==> src/inc/isf_pkg.sv <==
// Purpose: constants shared by the i2c status-flag block
// Assumes: apb with 32-bit data, one aligned word per register
// Notes:   status bit positions follow the bus status register layout
package isf_pkg;
  // ****************************************************************
  // register map
  // ****************************************************************
  localparam logic [7:0] ADDR_STATUS = 8'h00;
  localparam logic [7:0] ADDR_MASK   = 8'h04;
  localparam logic [7:0] ADDR_EVENT  = 8'h08;
  localparam logic [7:0] ADDR_TXDATA = 8'h0c;
  localparam logic [7:0] ADDR_RXDATA = 8'h10;
  localparam logic [7:0] ADDR_CTRL   = 8'h14;
  // ****************************************************************
  // bus status field positions
  // ****************************************************************
  localparam int BIT_ACK_STATUS  = 15;
  localparam int BIT_TX_PROG     = 14;
  localparam int BIT_BUS_COLL    = 10;
  localparam int BIT_GEN_CALL    = 9;
  localparam int BIT_TEN_BIT     = 8;
  localparam int BIT_WR_COLL     = 7;
  localparam int BIT_RX_OVF      = 6;
  localparam int BIT_DATA_ADDR   = 5;
  localparam int BIT_STOP_SEEN   = 4;
  localparam int BIT_START_SEEN  = 3;
  localparam int BIT_RX_FULL     = 1;
  localparam int BIT_TX_FULL     = 0;
  // ****************************************************************
  // event register positions (status for the interrupt)
  // ****************************************************************
  localparam int EV_BUS_COLL = 0;
  localparam int EV_WR_COLL  = 1;
  localparam int EV_RX_OVF   = 2;
  localparam int EV_STOP     = 3;
  localparam int EV_RX_BYTE  = 4;
  localparam int EV_TX_DONE  = 5;
  localparam int NUM_EV      = 6;
  // ****************************************************************
  // values after reset and constants
  // ****************************************************************
  localparam logic [15:0] STATUS_RESET = 16'h0000;
  localparam logic [7:0]  GEN_CALL_ADDR = 8'h00;
  localparam logic [4:0]  TEN_BIT_HDR   = 5'h1e;
  localparam logic [6:0]  OWN_ADDR_RST  = 7'h50;
  localparam logic [9:0]  OWN_ADDR10_RST = 10'h0;
  localparam int          SYNC_STAGES   = 2;
endpackage

==> src/logic/isf_top.sv <==
// Purpose: status-flag logic of a master/slave i2c controller
// Assumes: apb slave on pclk; scl/sda are pins, sampled by pclk
// Notes:   simplified byte engine drives the flags
//
// Functional notes
// - master transmit: ack status takes the slave's ack bit at slot end
// - tx progress set at transmit start, cleared at end of slave ack
// - bus collision during master operation sets a flag held until cleared
// - general call seen set on general call match, cleared at stop
// - ten-bit match set on second matching address byte, cleared at stop
// - write to tx holding while busy is dropped and flags write collision
// - receive overflow set when moving a byte into a full holding register
// - data/address cleared on address match, set on slave data byte
// - stop seen updated on each start, repeated start or stop
// - unimplemented status bits 13 to 11 and 2 read as zero
`timescale 1ns/1ps
module isf_top (
  // apb clock and reset
  input  wire logic        pclk,
  input  wire logic        presetn,
  // apb slave
  input  wire logic        psel,
  input  wire logic        penable,
  input  wire logic        pwrite,
  input  wire logic [7:0]  paddr,
  input  wire logic [31:0] pwdata,
  output logic             pready,
  output logic [31:0]      prdata,
  output logic             pslverr,
  // i2c pins
  input  wire logic        scl_in,
  output logic             scl_out,
  output logic             scl_oe,
  input  wire logic        sda_in,
  output logic             sda_out,
  output logic             sda_oe,
  // interrupt
  output logic             irq
);
  typedef enum logic [2:0] {
    ST_IDLE  = 3'b000,
    ST_MADDR = 3'b001,
    ST_MACK  = 3'b010,
    ST_SRX   = 3'b011,
    ST_SACK  = 3'b100,
    ST_SKIP  = 3'b101
  } isf_state_t;

  localparam int NUM_EV_W = isf_pkg::NUM_EV;

  isf_state_t  state;
  logic        scl_s;
  logic        sda_s;
  logic        start_det;
  logic        stop_det;
  logic        scl_rise;
  logic        scl_fall;
  logic [7:0]  shreg;
  logic [3:0]  bitcnt;
  logic        first_byte;
  logic        ten_pend;
  logic        own_match;
  logic [7:0]  tx_holding_reg;
  logic        tx_full;
  logic [7:0]  rx_holding_reg;
  logic        rx_full;
  logic [7:0]  rx_shift_reg;
  logic        ack_status;
  logic        tx_in_progress;
  logic        bus_collision;
  logic        general_call_seen;
  logic        ten_bit_match;
  logic        write_collision;
  logic        rx_overflow;
  logic        data_addr;
  logic        stop_seen;
  logic        start_seen;
  logic        master_en;
  logic        ten_bit_en;
  logic        gc_en;
  logic [6:0]  own_addr;
  logic [NUM_EV_W-1:0] ev_stat;
  logic [NUM_EV_W-1:0] ev_mask;
  logic [NUM_EV_W-1:0] ev_set;
  logic [15:0] status_word;
  logic        wr_en;
  logic        rd_en;
  logic        tx_start;
  logic        byte_done;
  logic        rx_move;
  logic        addr_hit;
  logic        gc_hit;
  logic        ten_hit;
  logic        coll;

  // ****************************************************************
  // pin synchronisers and condition detection
  // ****************************************************************
  isf_sync u_sync_scl (
    .pclk    (pclk),
    .presetn (presetn),
    .din     (scl_in),
    .dout    (scl_s)
  );
  isf_sync u_sync_sda (
    .pclk    (pclk),
    .presetn (presetn),
    .din     (sda_in),
    .dout    (sda_s)
  );
  isf_cond u_cond (
    .pclk      (pclk),
    .presetn   (presetn),
    .scl       (scl_s),
    .sda       (sda_s),
    .start_det (start_det),
    .stop_det  (stop_det),
    .scl_rise  (scl_rise),
    .scl_fall  (scl_fall)
  );

  // ****************************************************************
  // apb decode
  // ****************************************************************
  // single-cycle access phase; write lands at the access edge
  always_comb begin
    wr_en = psel & penable & pwrite;
    rd_en = psel & ~penable & ~pwrite;
  end

  // master starts when software loads tx holding while idle
  always_comb begin
    tx_start  = wr_en && paddr == isf_pkg::ADDR_TXDATA &&
                master_en && state == ST_IDLE && !tx_in_progress;
    byte_done = scl_rise && bitcnt == 4'd8;
    rx_move   = byte_done && state == ST_SRX && !first_byte && !ten_pend;
    addr_hit  = first_byte && (shreg[7:1] == own_addr) && !ten_bit_en;
    gc_hit    = first_byte && gc_en && shreg == isf_pkg::GEN_CALL_ADDR;
    ten_hit   = !first_byte && ten_pend && shreg == {1'b0, own_addr};
    // released bit read low while master
    coll      = state == ST_MADDR && bitcnt != 4'd8 && scl_rise &&
                shreg[7] && !sda_s;
  end

  // ****************************************************************
  // byte engine
  // ****************************************************************
  // counts bits on scl rising edges, ninth bit is the ack slot
  always_ff @(posedge pclk or negedge presetn) begin
    if (!presetn) begin
      state      <= ST_IDLE;
      bitcnt     <= 4'd0;
      shreg      <= 8'h00;
      first_byte <= 1'b0;
      ten_pend   <= 1'b0;
    end else if (stop_det || coll) begin
      state      <= ST_IDLE;
      bitcnt     <= 4'd0;
      ten_pend   <= 1'b0;
    end else if (start_det) begin
      state      <= ST_SRX;
      bitcnt     <= 4'd0;
      first_byte <= 1'b1;
    end else if (tx_start) begin
      state      <= ST_MADDR;
      bitcnt     <= 4'd0;
      shreg      <= pwdata[7:0];
    end else if (scl_rise && state != ST_IDLE) begin
      if (bitcnt == 4'd8) begin
        bitcnt <= 4'd0;
        if (state == ST_MADDR || state == ST_MACK)
          state <= ST_IDLE;
        else if (state == ST_SRX && first_byte) begin
          first_byte <= 1'b0;
          ten_pend   <= ten_bit_en && shreg[7:3] == isf_pkg::TEN_BIT_HDR;
          state      <= (addr_hit || gc_hit ||
                         (ten_bit_en && shreg[7:3] ==
                          isf_pkg::TEN_BIT_HDR)) ? ST_SRX : ST_SKIP;
        end else if (state == ST_SRX)
          ten_pend <= 1'b0;
      end else begin
        bitcnt <= bitcnt + 4'd1;
        if (state == ST_SRX || state == ST_SKIP)
          shreg <= {shreg[6:0], sda_s};
        else
          shreg <= {shreg[6:0], 1'b0};
      end
    end
  end

  // master data and slave ack drive on scl low
  always_ff @(posedge pclk or negedge presetn) begin
    if (!presetn) begin
      sda_out <= 1'b1;
      sda_oe  <= 1'b0;
      scl_out <= 1'b1;
      scl_oe  <= 1'b0;
    end else begin
      scl_out <= 1'b0;
      scl_oe  <= 1'b0;
      if (coll || state == ST_IDLE) begin
        sda_oe  <= 1'b0;
        sda_out <= 1'b1;
      end else if (scl_fall) begin
        if (state == ST_MADDR && bitcnt != 4'd8) begin
          sda_oe  <= !shreg[7];
          sda_out <= shreg[7];
        end else if (state == ST_SRX && bitcnt == 4'd8) begin
          sda_oe  <= 1'b1;
          sda_out <= 1'b0;
        end else begin
          sda_oe  <= 1'b0;
          sda_out <= 1'b1;
        end
      end
    end
  end

  // ****************************************************************
  // master status flags
  // ****************************************************************
  // progress window
  always_ff @(posedge pclk or negedge presetn) begin
    if (!presetn)
      tx_in_progress <= 1'b0;
    else if (tx_start)
      tx_in_progress <= 1'b1;
    else if ((byte_done && state == ST_MADDR) || coll || stop_det)
      tx_in_progress <= 1'b0;
  end

  always_ff @(posedge pclk or negedge presetn) begin
    if (!presetn)
      ack_status <= 1'b0;
    else if (byte_done && state == ST_MADDR)
      ack_status <= sda_s;
  end

  // sticky collision, set wins, zero clears
  always_ff @(posedge pclk or negedge presetn) begin
    if (!presetn)
      bus_collision <= 1'b0;
    else if (coll)
      bus_collision <= 1'b1;
    else if (wr_en && paddr == isf_pkg::ADDR_STATUS &&
             !pwdata[isf_pkg::BIT_BUS_COLL])
      bus_collision <= 1'b0;
  end

  always_ff @(posedge pclk or negedge presetn) begin
    if (!presetn) begin
      write_collision <= 1'b0;
      tx_holding_reg  <= 8'h00;
      tx_full         <= 1'b0;
    end else begin
      if (wr_en && paddr == isf_pkg::ADDR_TXDATA) begin
        if (tx_in_progress || state != ST_IDLE)
          write_collision <= 1'b1;
        else begin
          tx_holding_reg <= pwdata[7:0];
          tx_full        <= 1'b1;
        end
      end else if (wr_en && paddr == isf_pkg::ADDR_STATUS &&
                   !pwdata[isf_pkg::BIT_WR_COLL])
        write_collision <= 1'b0;
      if (byte_done && state == ST_MADDR)
        tx_full <= 1'b0;
    end
  end

  // ****************************************************************
  // slave status flags
  // ****************************************************************
  // address flags
  always_ff @(posedge pclk or negedge presetn) begin
    if (!presetn) begin
      general_call_seen <= 1'b0;
      ten_bit_match     <= 1'b0;
      data_addr         <= 1'b0;
    end else if (stop_det) begin
      general_call_seen <= 1'b0;
      ten_bit_match     <= 1'b0;
    end else if (byte_done && state == ST_SRX) begin
      if (gc_hit)
        general_call_seen <= 1'b1;
      if (ten_hit)
        ten_bit_match <= 1'b1;
      if (addr_hit || gc_hit || ten_hit)
        data_addr <= 1'b0;
      else if (!first_byte && !ten_pend)
        data_addr <= 1'b1;
    end
  end

  // overflow on move into full holding register
  always_ff @(posedge pclk or negedge presetn) begin
    if (!presetn) begin
      rx_overflow    <= 1'b0;
      rx_holding_reg <= 8'h00;
      rx_shift_reg   <= 8'h00;
      rx_full        <= 1'b0;
    end else begin
      if (rx_move && !ten_pend) begin
        rx_shift_reg <= shreg;
        if (rx_full)
          rx_overflow <= 1'b1;
        else begin
          rx_holding_reg <= shreg;
          rx_full        <= 1'b1;
        end
      end else if (wr_en && paddr == isf_pkg::ADDR_STATUS &&
                   !pwdata[isf_pkg::BIT_RX_OVF])
        rx_overflow <= 1'b0;
      if (rd_en && paddr == isf_pkg::ADDR_RXDATA)
        rx_full <= 1'b0;
    end
  end

  always_ff @(posedge pclk or negedge presetn) begin
    if (!presetn) begin
      stop_seen  <= 1'b0;
      start_seen <= 1'b0;
    end else if (stop_det) begin
      stop_seen  <= 1'b1;
      start_seen <= 1'b0;
    end else if (start_det) begin
      stop_seen  <= 1'b0;
      start_seen <= 1'b1;
    end
  end

  // ****************************************************************
  // control, interrupt and read-back
  // ****************************************************************
  // control register: enables and own address
  always_ff @(posedge pclk or negedge presetn) begin
    if (!presetn) begin
      master_en  <= 1'b0;
      ten_bit_en <= 1'b0;
      gc_en      <= 1'b0;
      own_addr   <= isf_pkg::OWN_ADDR_RST;
      ev_mask    <= '0;
    end else if (wr_en && paddr == isf_pkg::ADDR_CTRL) begin
      master_en  <= pwdata[0];
      ten_bit_en <= pwdata[1];
      gc_en      <= pwdata[2];
      own_addr   <= pwdata[14:8];
    end else if (wr_en && paddr == isf_pkg::ADDR_MASK)
      ev_mask <= pwdata[NUM_EV_W-1:0];
  end

  // events into sticky register, write one clears, set wins
  always_comb begin
    ev_set = '0;
    ev_set[isf_pkg::EV_BUS_COLL] = coll;
    ev_set[isf_pkg::EV_WR_COLL]  = wr_en && paddr == isf_pkg::ADDR_TXDATA
                                   && (tx_in_progress || state != ST_IDLE);
    ev_set[isf_pkg::EV_RX_OVF]   = rx_move && rx_full;
    ev_set[isf_pkg::EV_STOP]     = stop_det;
    ev_set[isf_pkg::EV_RX_BYTE]  = rx_move;
    ev_set[isf_pkg::EV_TX_DONE]  = byte_done && state == ST_MADDR;
  end

  always_ff @(posedge pclk or negedge presetn) begin
    if (!presetn) begin
      ev_stat <= '0;
      irq     <= 1'b0;
    end else begin
      if (wr_en && paddr == isf_pkg::ADDR_EVENT)
        ev_stat <= (ev_stat & ~pwdata[NUM_EV_W-1:0]) | ev_set;
      else
        ev_stat <= ev_stat | ev_set;
      irq <= |((ev_stat | ev_set) & ev_mask);
    end
  end

  always_comb begin
    status_word = isf_pkg::STATUS_RESET;
    status_word[isf_pkg::BIT_ACK_STATUS] = ack_status;
    status_word[isf_pkg::BIT_TX_PROG]    = tx_in_progress;
    status_word[isf_pkg::BIT_BUS_COLL]   = bus_collision;
    status_word[isf_pkg::BIT_GEN_CALL]   = general_call_seen;
    status_word[isf_pkg::BIT_TEN_BIT]    = ten_bit_match;
    status_word[isf_pkg::BIT_WR_COLL]    = write_collision;
    status_word[isf_pkg::BIT_RX_OVF]     = rx_overflow;
    status_word[isf_pkg::BIT_DATA_ADDR]  = data_addr;
    status_word[isf_pkg::BIT_STOP_SEEN]  = stop_seen;
    status_word[isf_pkg::BIT_START_SEEN] = start_seen;
    status_word[isf_pkg::BIT_RX_FULL]    = rx_full;
    status_word[isf_pkg::BIT_TX_FULL]    = tx_full;
  end

  // read data registered in setup, pready high in access
  always_ff @(posedge pclk or negedge presetn) begin
    if (!presetn) begin
      prdata  <= 32'h0000_0000;
      pready  <= 1'b0;
      pslverr <= 1'b0;
    end else begin
      pready  <= psel & ~penable;
      pslverr <= 1'b0;
      if (psel && !penable) begin
        case (paddr)
          isf_pkg::ADDR_STATUS: prdata <= {16'h0000, status_word};
          isf_pkg::ADDR_MASK:   prdata <= {26'h0, ev_mask};
          isf_pkg::ADDR_EVENT:  prdata <= {26'h0, ev_stat};
          isf_pkg::ADDR_TXDATA: prdata <= {24'h0, tx_holding_reg};
          isf_pkg::ADDR_RXDATA: prdata <= {24'h0, rx_holding_reg};
          isf_pkg::ADDR_CTRL:   prdata <= {17'h0, own_addr, 5'h0,
                                           gc_en, ten_bit_en, master_en};
          default: begin
            prdata  <= 32'h0000_0000;
            pslverr <= 1'b1;
          end
        endcase
      end
    end
  end
endmodule

==> src/logic/isf_sync.sv <==
// Purpose: two-flop synchroniser for a pin level
// Assumes: input asynchronous to pclk
// Notes:   first stage is read only by the second
`timescale 1ns/1ps
module isf_sync (
  // clock and reset
  input  wire logic pclk,
  input  wire logic presetn,
  // level in and out
  input  wire logic din,
  output logic      dout
);
  logic meta;

  // two stages, idle bus level is high
  always_ff @(posedge pclk or negedge presetn) begin
    if (!presetn) begin
      meta <= 1'b1;
      dout <= 1'b1;
    end else begin
      meta <= din;
      dout <= meta;
    end
  end
endmodule

==> src/logic/isf_cond.sv <==
// Purpose: finds start, stop and clock edges on the synchronised bus
// Assumes: scl and sda already synchronised to pclk
// Notes:   outputs are one-cycle pulses
`timescale 1ns/1ps
module isf_cond (
  // clock and reset
  input  wire logic pclk,
  input  wire logic presetn,
  // synchronised bus levels
  input  wire logic scl,
  input  wire logic sda,
  // detected conditions
  output logic      start_det,
  output logic      stop_det,
  output logic      scl_rise,
  output logic      scl_fall
);
  logic scl_q;
  logic sda_q;

  // previous levels
  always_ff @(posedge pclk or negedge presetn) begin
    if (!presetn) begin
      scl_q <= 1'b1;
      sda_q <= 1'b1;
    end else begin
      scl_q <= scl;
      sda_q <= sda;
    end
  end

  // sda moving while scl high marks a start or stop
  always_comb begin
    start_det = scl & scl_q & sda_q & ~sda;
    stop_det  = scl & scl_q & ~sda_q & sda;
    scl_rise  = scl & ~scl_q;
    scl_fall  = ~scl & scl_q;
  end
endmodule

==> config.mk <==
export PLATFORM = sky130hd
export DESIGN_NAME = isf_top
export DESIGN_NICKNAME = d
export VERILOG_FILES = /design/src/inc/isf_pkg.sv /design/src/logic/isf_top.sv /design/src/logic/isf_sync.sv /design/src/logic/isf_cond.sv
export SDC_FILE = /design/constraint.sdc
export NUM_CORES = 1
export LEC_CHECK = 0
export BUFFER_PORTS_ARGS = -buffer_cell sky130_fd_sc_hd__clkbuf_2
export CORE_MARGIN = 4
export CORE_UTILIZATION = 50
export DETAILED_ROUTE_END_ITERATION = 7
export GPL_TIMING_DRIVEN = 0
export PLACE_DENSITY = 0.73
export REMOVE_ABC_BUFFERS = 1
export SYNTH_ARGS = -nofsm -noshare
export SYNTH_HDL_FRONTEND = slang
export SYNTH_SLANG_ARGS = --single-unit
==> constraint.sdc <==
create_clock -name pclk -period 3.8 [get_ports pclk]
set_input_delay 0.38 -clock pclk [delete_from_list [all_inputs] [get_ports pclk]]
set_output_delay 0.38 -clock pclk [all_outputs]
set_load 0.01 [all_outputs]
; ---- Word level (Yosys, flattened, before mapping)
; Index checks and enable logic that the tools add are counted.
[word_totals]
ff_bits = 111
latch_bits = 0
mem_bits_rw = 0
mem_bits_ro = 0
inputBits = 47
memories = 0
[classes]
add_sub_neg = 1
mul = 0
div = 0
order_cmp = 0
n_eq_ne = 23
shift = 0
muxes = 70
bitwise_logic = 28
reduce_logical = 97
[op_table]
columns = op, count
row1 = $pmux 16 s6, 1
row2 = $mux 1, 52
row3 = $logic_and 1x1->1, 36
row4 = $reduce_bool 2->1, 18
row5 = $mux 3, 8
row6 = $mux 8, 3
row7 = $mux 4, 5
row8 = $eq 8x4->1 const B, 2
row9 = $eq 8x5->1 const B, 2
row10 = $logic_not 8->1, 2
row11 = $reduce_and 2->1, 8
row12 = $and 6x6->6, 2
row13 = $ne 2x2->1 const B, 6
row14 = $not 1->1, 12
row15 = $or 6x6->6, 2
row16 = $reduce_and 6->1, 2
row17 = $reduce_or 6->1, 2
row18 = $and 1x1->1, 11
row19 = $logic_not 1->1, 10
row20 = $logic_or 1x1->1, 10
row21 = $eq 8x3->1 const B, 1
row22 = $eq 8x7->1, 1
row23 = $reduce_bool 4->1, 2
row24 = $eq 7x7->1, 1
row25 = other kinds (15), 20

; ---- Depth between registers and ports, before layout
[depth]
depth_word = 13
ltp_mapped = 8
mapped_depth_nobuf = 7

; ---- Cells and area by module
; From an unflattened synthesis, not the netlist that was laid out.
[hier_totals]
cells_unflattened = 424
hier_area_um2 = 4690.7
[modules_own_cells]
columns = module, instances, cells_each, area_each_um2, seq_area_each_um2
row1 = isf_top, 1, 414, 4498.1, 2232.1
row2 = isf_sync, 2, 2, 52.6, 52.6
row3 = isf_cond, 1, 6, 87.6, 52.6

; ---- Least setup slack after synthesis
; Ideal clock, no wire load.
[synth_path]
path_kind = register to register
from = register state[2]
to = register shreg[0]
setup_time_ns = 0.082
arrival_ns = 2.176
slack_ns = 1.542
path_stages_with_launch = 8
n_path_buf = 2
synth_period_minus_slack_ns = 2.258
cell_sequence = dfrtp_1 > buf_6 > or4_4 > or4_4 > buf_6 > a211oi_4 > nor2_2 > a31oi_1
[synth_via]
elab_chain_cells = 8
word_cells_on_any_way = 22
classes_between = eq/ne: 4 / mux: 4 / bitwise: 1 / reduce/logical: 13
[synth_lines]
columns = item, line_no
row1 = "start, declared", isf_top.sv:51  ; isf_state_t state;
row2 = "start signal, assigned", isf_top.sv:176  ; state <= (addr_hit || gc_hit ||
row3 = $eq 3x1->1, isf_top.sv:141  ; coll = state == ST_MADDR && bitcnt != 4'd8 && scl_rise &&
row4 = $logic_and 1x1->1 (3 in a row), isf_top.sv:141
row5 = $logic_and 1x1->1, isf_top.sv:142  ; shreg[7] && !sda_s;
row6 = $logic_or 1x1->1, isf_top.sv:156  ; end else if (stop_det || coll) begin
row7 = $not 1->1 (no source line), -
row8 = $reduce_and 4->1 (no source line), -
row9 = "end signal, assigned", isf_top.sv:167  ; shreg <= pwdata[7:0];
row10 = "end signal, assigned", isf_top.sv:184  ; shreg <= {shreg[6:0], sda_s};
row11 = "end signal, assigned", isf_top.sv:186  ; shreg <= {shreg[6:0], 1'b0};
row12 = "end, declared", isf_top.sv:58  ; logic [7:0] shreg;
; Parallel ways exist; a longest one is shown, timed or not. The select of a mux whose other input is x is not followed.
; A chain may end at the register's enable or synchronous reset.

; ---- Final worst setup path
[layout_path]
from = register bitcnt[0]
to = register rx_holding_reg[0]
[layout_via]
elab_chain_cells = 7
[layout_lines]
columns = item, line_no
row1 = "start, declared", isf_top.sv:59  ; logic [3:0] bitcnt;
row2 = "start signal, assigned", isf_top.sv:182  ; bitcnt <= bitcnt + 4'd1;
row3 = $eq 4x4->1, isf_top.sv:135  ; byte_done = scl_rise && bitcnt == 4'd8;
row4 = $logic_and 1x1->1, isf_top.sv:135
row5 = $logic_and 1x1->1 (3 in a row), isf_top.sv:136  ; rx_move = byte_done && state == ST_SRX && !first_byte && !ten_pend;
row6 = $logic_and 1x1->1, isf_top.sv:303  ; if (rx_move && !ten_pend) begin
row7 = $reduce_and 2->1 (no source line), -
row8 = "end signal, assigned", isf_top.sv:308  ; rx_holding_reg <= shreg;
row9 = "end, declared", isf_top.sv:65  ; logic [7:0] rx_holding_reg;
; Every way passes these cells.

==> out/results.ini <==
[job]
cap_viol_max_count=0

[critical_path]
cpLargestDelayFamily=simple AND/OR/NAND/NOR gates
crit_buf_inv=1
cp_max_fo=8
cp-end-kind=register
crit_chain=inv_1 -> ha_1 -> and3b_1 -> nand3_1 -> nor4_2 -> mux2_2
crit_arrival_ps=2780
timing.rr.start=bitcnt[0]$_DFFE_PN0P_
slowest_delay_ps=780
r2r_cells=6
cp.required_ps=4040
slowest_stage=nor4_2
r2r_slack_ps=1260
cp-start-kind=register
crit_type=register to register
timing.rr.end=rx_holding_reg[0]$_DFFE_PN0P_

[sta]
slew_viol_final=0
max_freq_ghz=0.394
tns_ps=0
period_share_pct=66.8
fin_skew_ps=11.1
tightest_slew_ps=978
rsz0062_at_grt=false
hold_viol=0
maxSlewHeadroom_pct=34.3
min_period_ps=2540
finalSetupViolCount=0

[floorplan]
initial_utilization_pct=51.1
die_w_um=105
coreArea_um2=9150
rows=35
boundaryPins=86
die-area_um2=11000
die_h_um=105

[grt]
use_met3_pct=4.45
grt_max_degree=57
grt-ovfl-total=0
grt-busiest-layer=met2
grt_use_met1_pct=27.3
grtUsageMet2_pct=30.9
grt_pass1_vias=3287
globalRouteTotalUtil_pct=19.8
antenna_found_initial=0
grt_pass1_wl_um=17200

[yosys]
netlist_instances=443
synthFlopType=dfrtp_1
synth_compound_area_share_pct=11.6
syn_avg_cell_area_um2=10.6
synth-edff-count=0
yosys-mux-area-fraction_pct=11.6
synth_seq_area_share_pct=51.1
ys_ff_latch=95
synthSimpleGateAreaFrac_pct=17.1
netlist_area_um2=4680
ys_warn_count=0
synth_xor_area_share_pct=2.81
async_flop_share_pct=100
ys_types=52
synthAdderAreaFrac_pct=0.535
synth_top_family_by_area=simple AND/OR/NAND/NOR gates

[layout]
fin_area_um2=5140
final_util_pct=56.1
syn2layout_area_growth_pct=9.79
nNetsFinal=534
final_common_cell=dfrtp_1
largest_reg_flops=16
fillers=780
drive_gt1_share_pct=25.1
top_register=prdata
multi_input_area_um2=2110
register_area_um2=2390
final_cell_mix=85 x dfrtp_1, 50 x clkbuf_2, 47 x nand2_1, 37 x mux2_2, 29 x nor2_1
n_antenna_cell=0

[clocking]
clock_path_buffers=2
h-tree-depth=3
cts_setup_buffers=0
cts_buffers=9
clkTransAtPathRegs_ps=90
cts_root_buf=clkbuf_8
clkSinkCount=95
cts_resized=0
cts.hold.buffers_added=0
cts_tree=yes
clk_latency_ps=360

[outcome]
status=completed

[pwr]
power_density_nw_per_um2=424
p_leak_nw=2.37
peakVddDrop_mv=0.191

[place]
io_buffers=51
placed_cell_area_um2=4940
dp_hpwl_um=7870
place.gp.congestion=0.888

[routing]
detail_route.drc_violations=0
drtIter0Drc=246
drtAntennaViolNets=0
vias_per_cell=5.81
vias=3493
drt-pass1-iter-count=4
drt_wl_total_um=10600
routedWlPerCell_um=17.6

[hold_path]
hold_class=input port to asynchronous set/reset pin

-- stage by stage --
stage	std cells	setup slack (ps)	power, W	hold WS [ps]
finish	601	1260	0.00218	40.0
global route	601	1100	0.00229	69.2
CTS	601	1270	0.00219	51.1
detailed placement	585	1090	0.00153	347
global placement	584	1110	0.00151	346
floorplan	422	1630	0.00139	84.4
-- worst max path at each step --
stage                          startpoint  cells after the start                            end
CTS                 bitcnt[0]$_DFFE_PN0P_                      6  rx_holding_reg[0]$_DFFE_PN0P_
finish              bitcnt[0]$_DFFE_PN0P_                      6  rx_holding_reg[0]$_DFFE_PN0P_
floorplan            state[2]$_DFFE_PN0P_                      5           shreg[0]$_DFFE_PN0P_
detailed placement               paddr[4]                      4         ev_mask[3]$_DFFE_PN0P_
global route        bitcnt[0]$_DFFE_PN0P_                      6  rx_holding_reg[4]$_DFFE_PN0P_
global placement                 paddr[4]                      4         ev_mask[3]$_DFFE_PN0P_
-- layer usage --
metal	up-vias	part of all wire, %	routed length, um
li1	1649	-	-
met1	1727	45	4780
met2	99	47	5020
met3	18	4.9	516
met4	0	2.4	257
met5	-	0	0
-- cells in the mapped netlist (4+ instances only) --
cell / instances / area share [%]
nand3_1: 15 / 1.6
o21ai_0: 26 / 2.8
nor3_1: 9 / 0.96
clkbuf_1: 16 / 1.3
inv_1: 6 / 0.48
a22oi_1: 8 / 1.3
xnor2_1: 9 / 1.7
and3_1: 4 / 0.53
nor3b_1: 4 / 0.64
a21oi_1: 23 / 2.5
nand2_1: 47 / 3.8
buf_4: 17 / 2.7
nor4_1: 5 / 0.67
a31oi_1: 5 / 0.67
dfstp_2: 10 / 5.6
dfrtp_1: 85 / 45
mux2i_1: 8 / 1.7
or3_1: 6 / 0.80
mux2_2: 37 / 8.9
a21o_1: 4 / 0.64
nor2_1: 29 / 2.3
xor2_1: 6 / 1.1
nand4_1: 7 / 0.94
o22ai_1: 10 / 1.3
-- power breakdown --
part           internal (W)  total [W]  leakage (nW)  switching, W
logic              0.000137   0.000296          1.07      0.000159
clock network      0.000322   0.000660        0.0936      0.000338
registers           0.00108    0.00122          1.21      0.000138
total               0.00154    0.00218          2.37      0.000635
-- cell families (layout without fill, tap and decap cells) --
group                      Yosys count  count (layout)
and+or+nand+nor                    152             152
DFF                                 95              95
AOI/OAI and AO/OA                   87              87
muxes                               47              47
buffers and inverters               44              74
xor gates and xnor gates            15              15
adders and majority gates            2               2
other                                1              18
-- cell type report --
class | count | area share [%]
clock inverter | 3 | 0.828
multi-input combinational | 321 | 41.0
tap | 111 | 2.70
timing repair buffer | 52 | 5.55
clock buffer | 13 | 2.90
inverter | 6 | 0.438
sequential | 95 | 46.5
No activity file was read; power rests on OpenSTA's default activity.
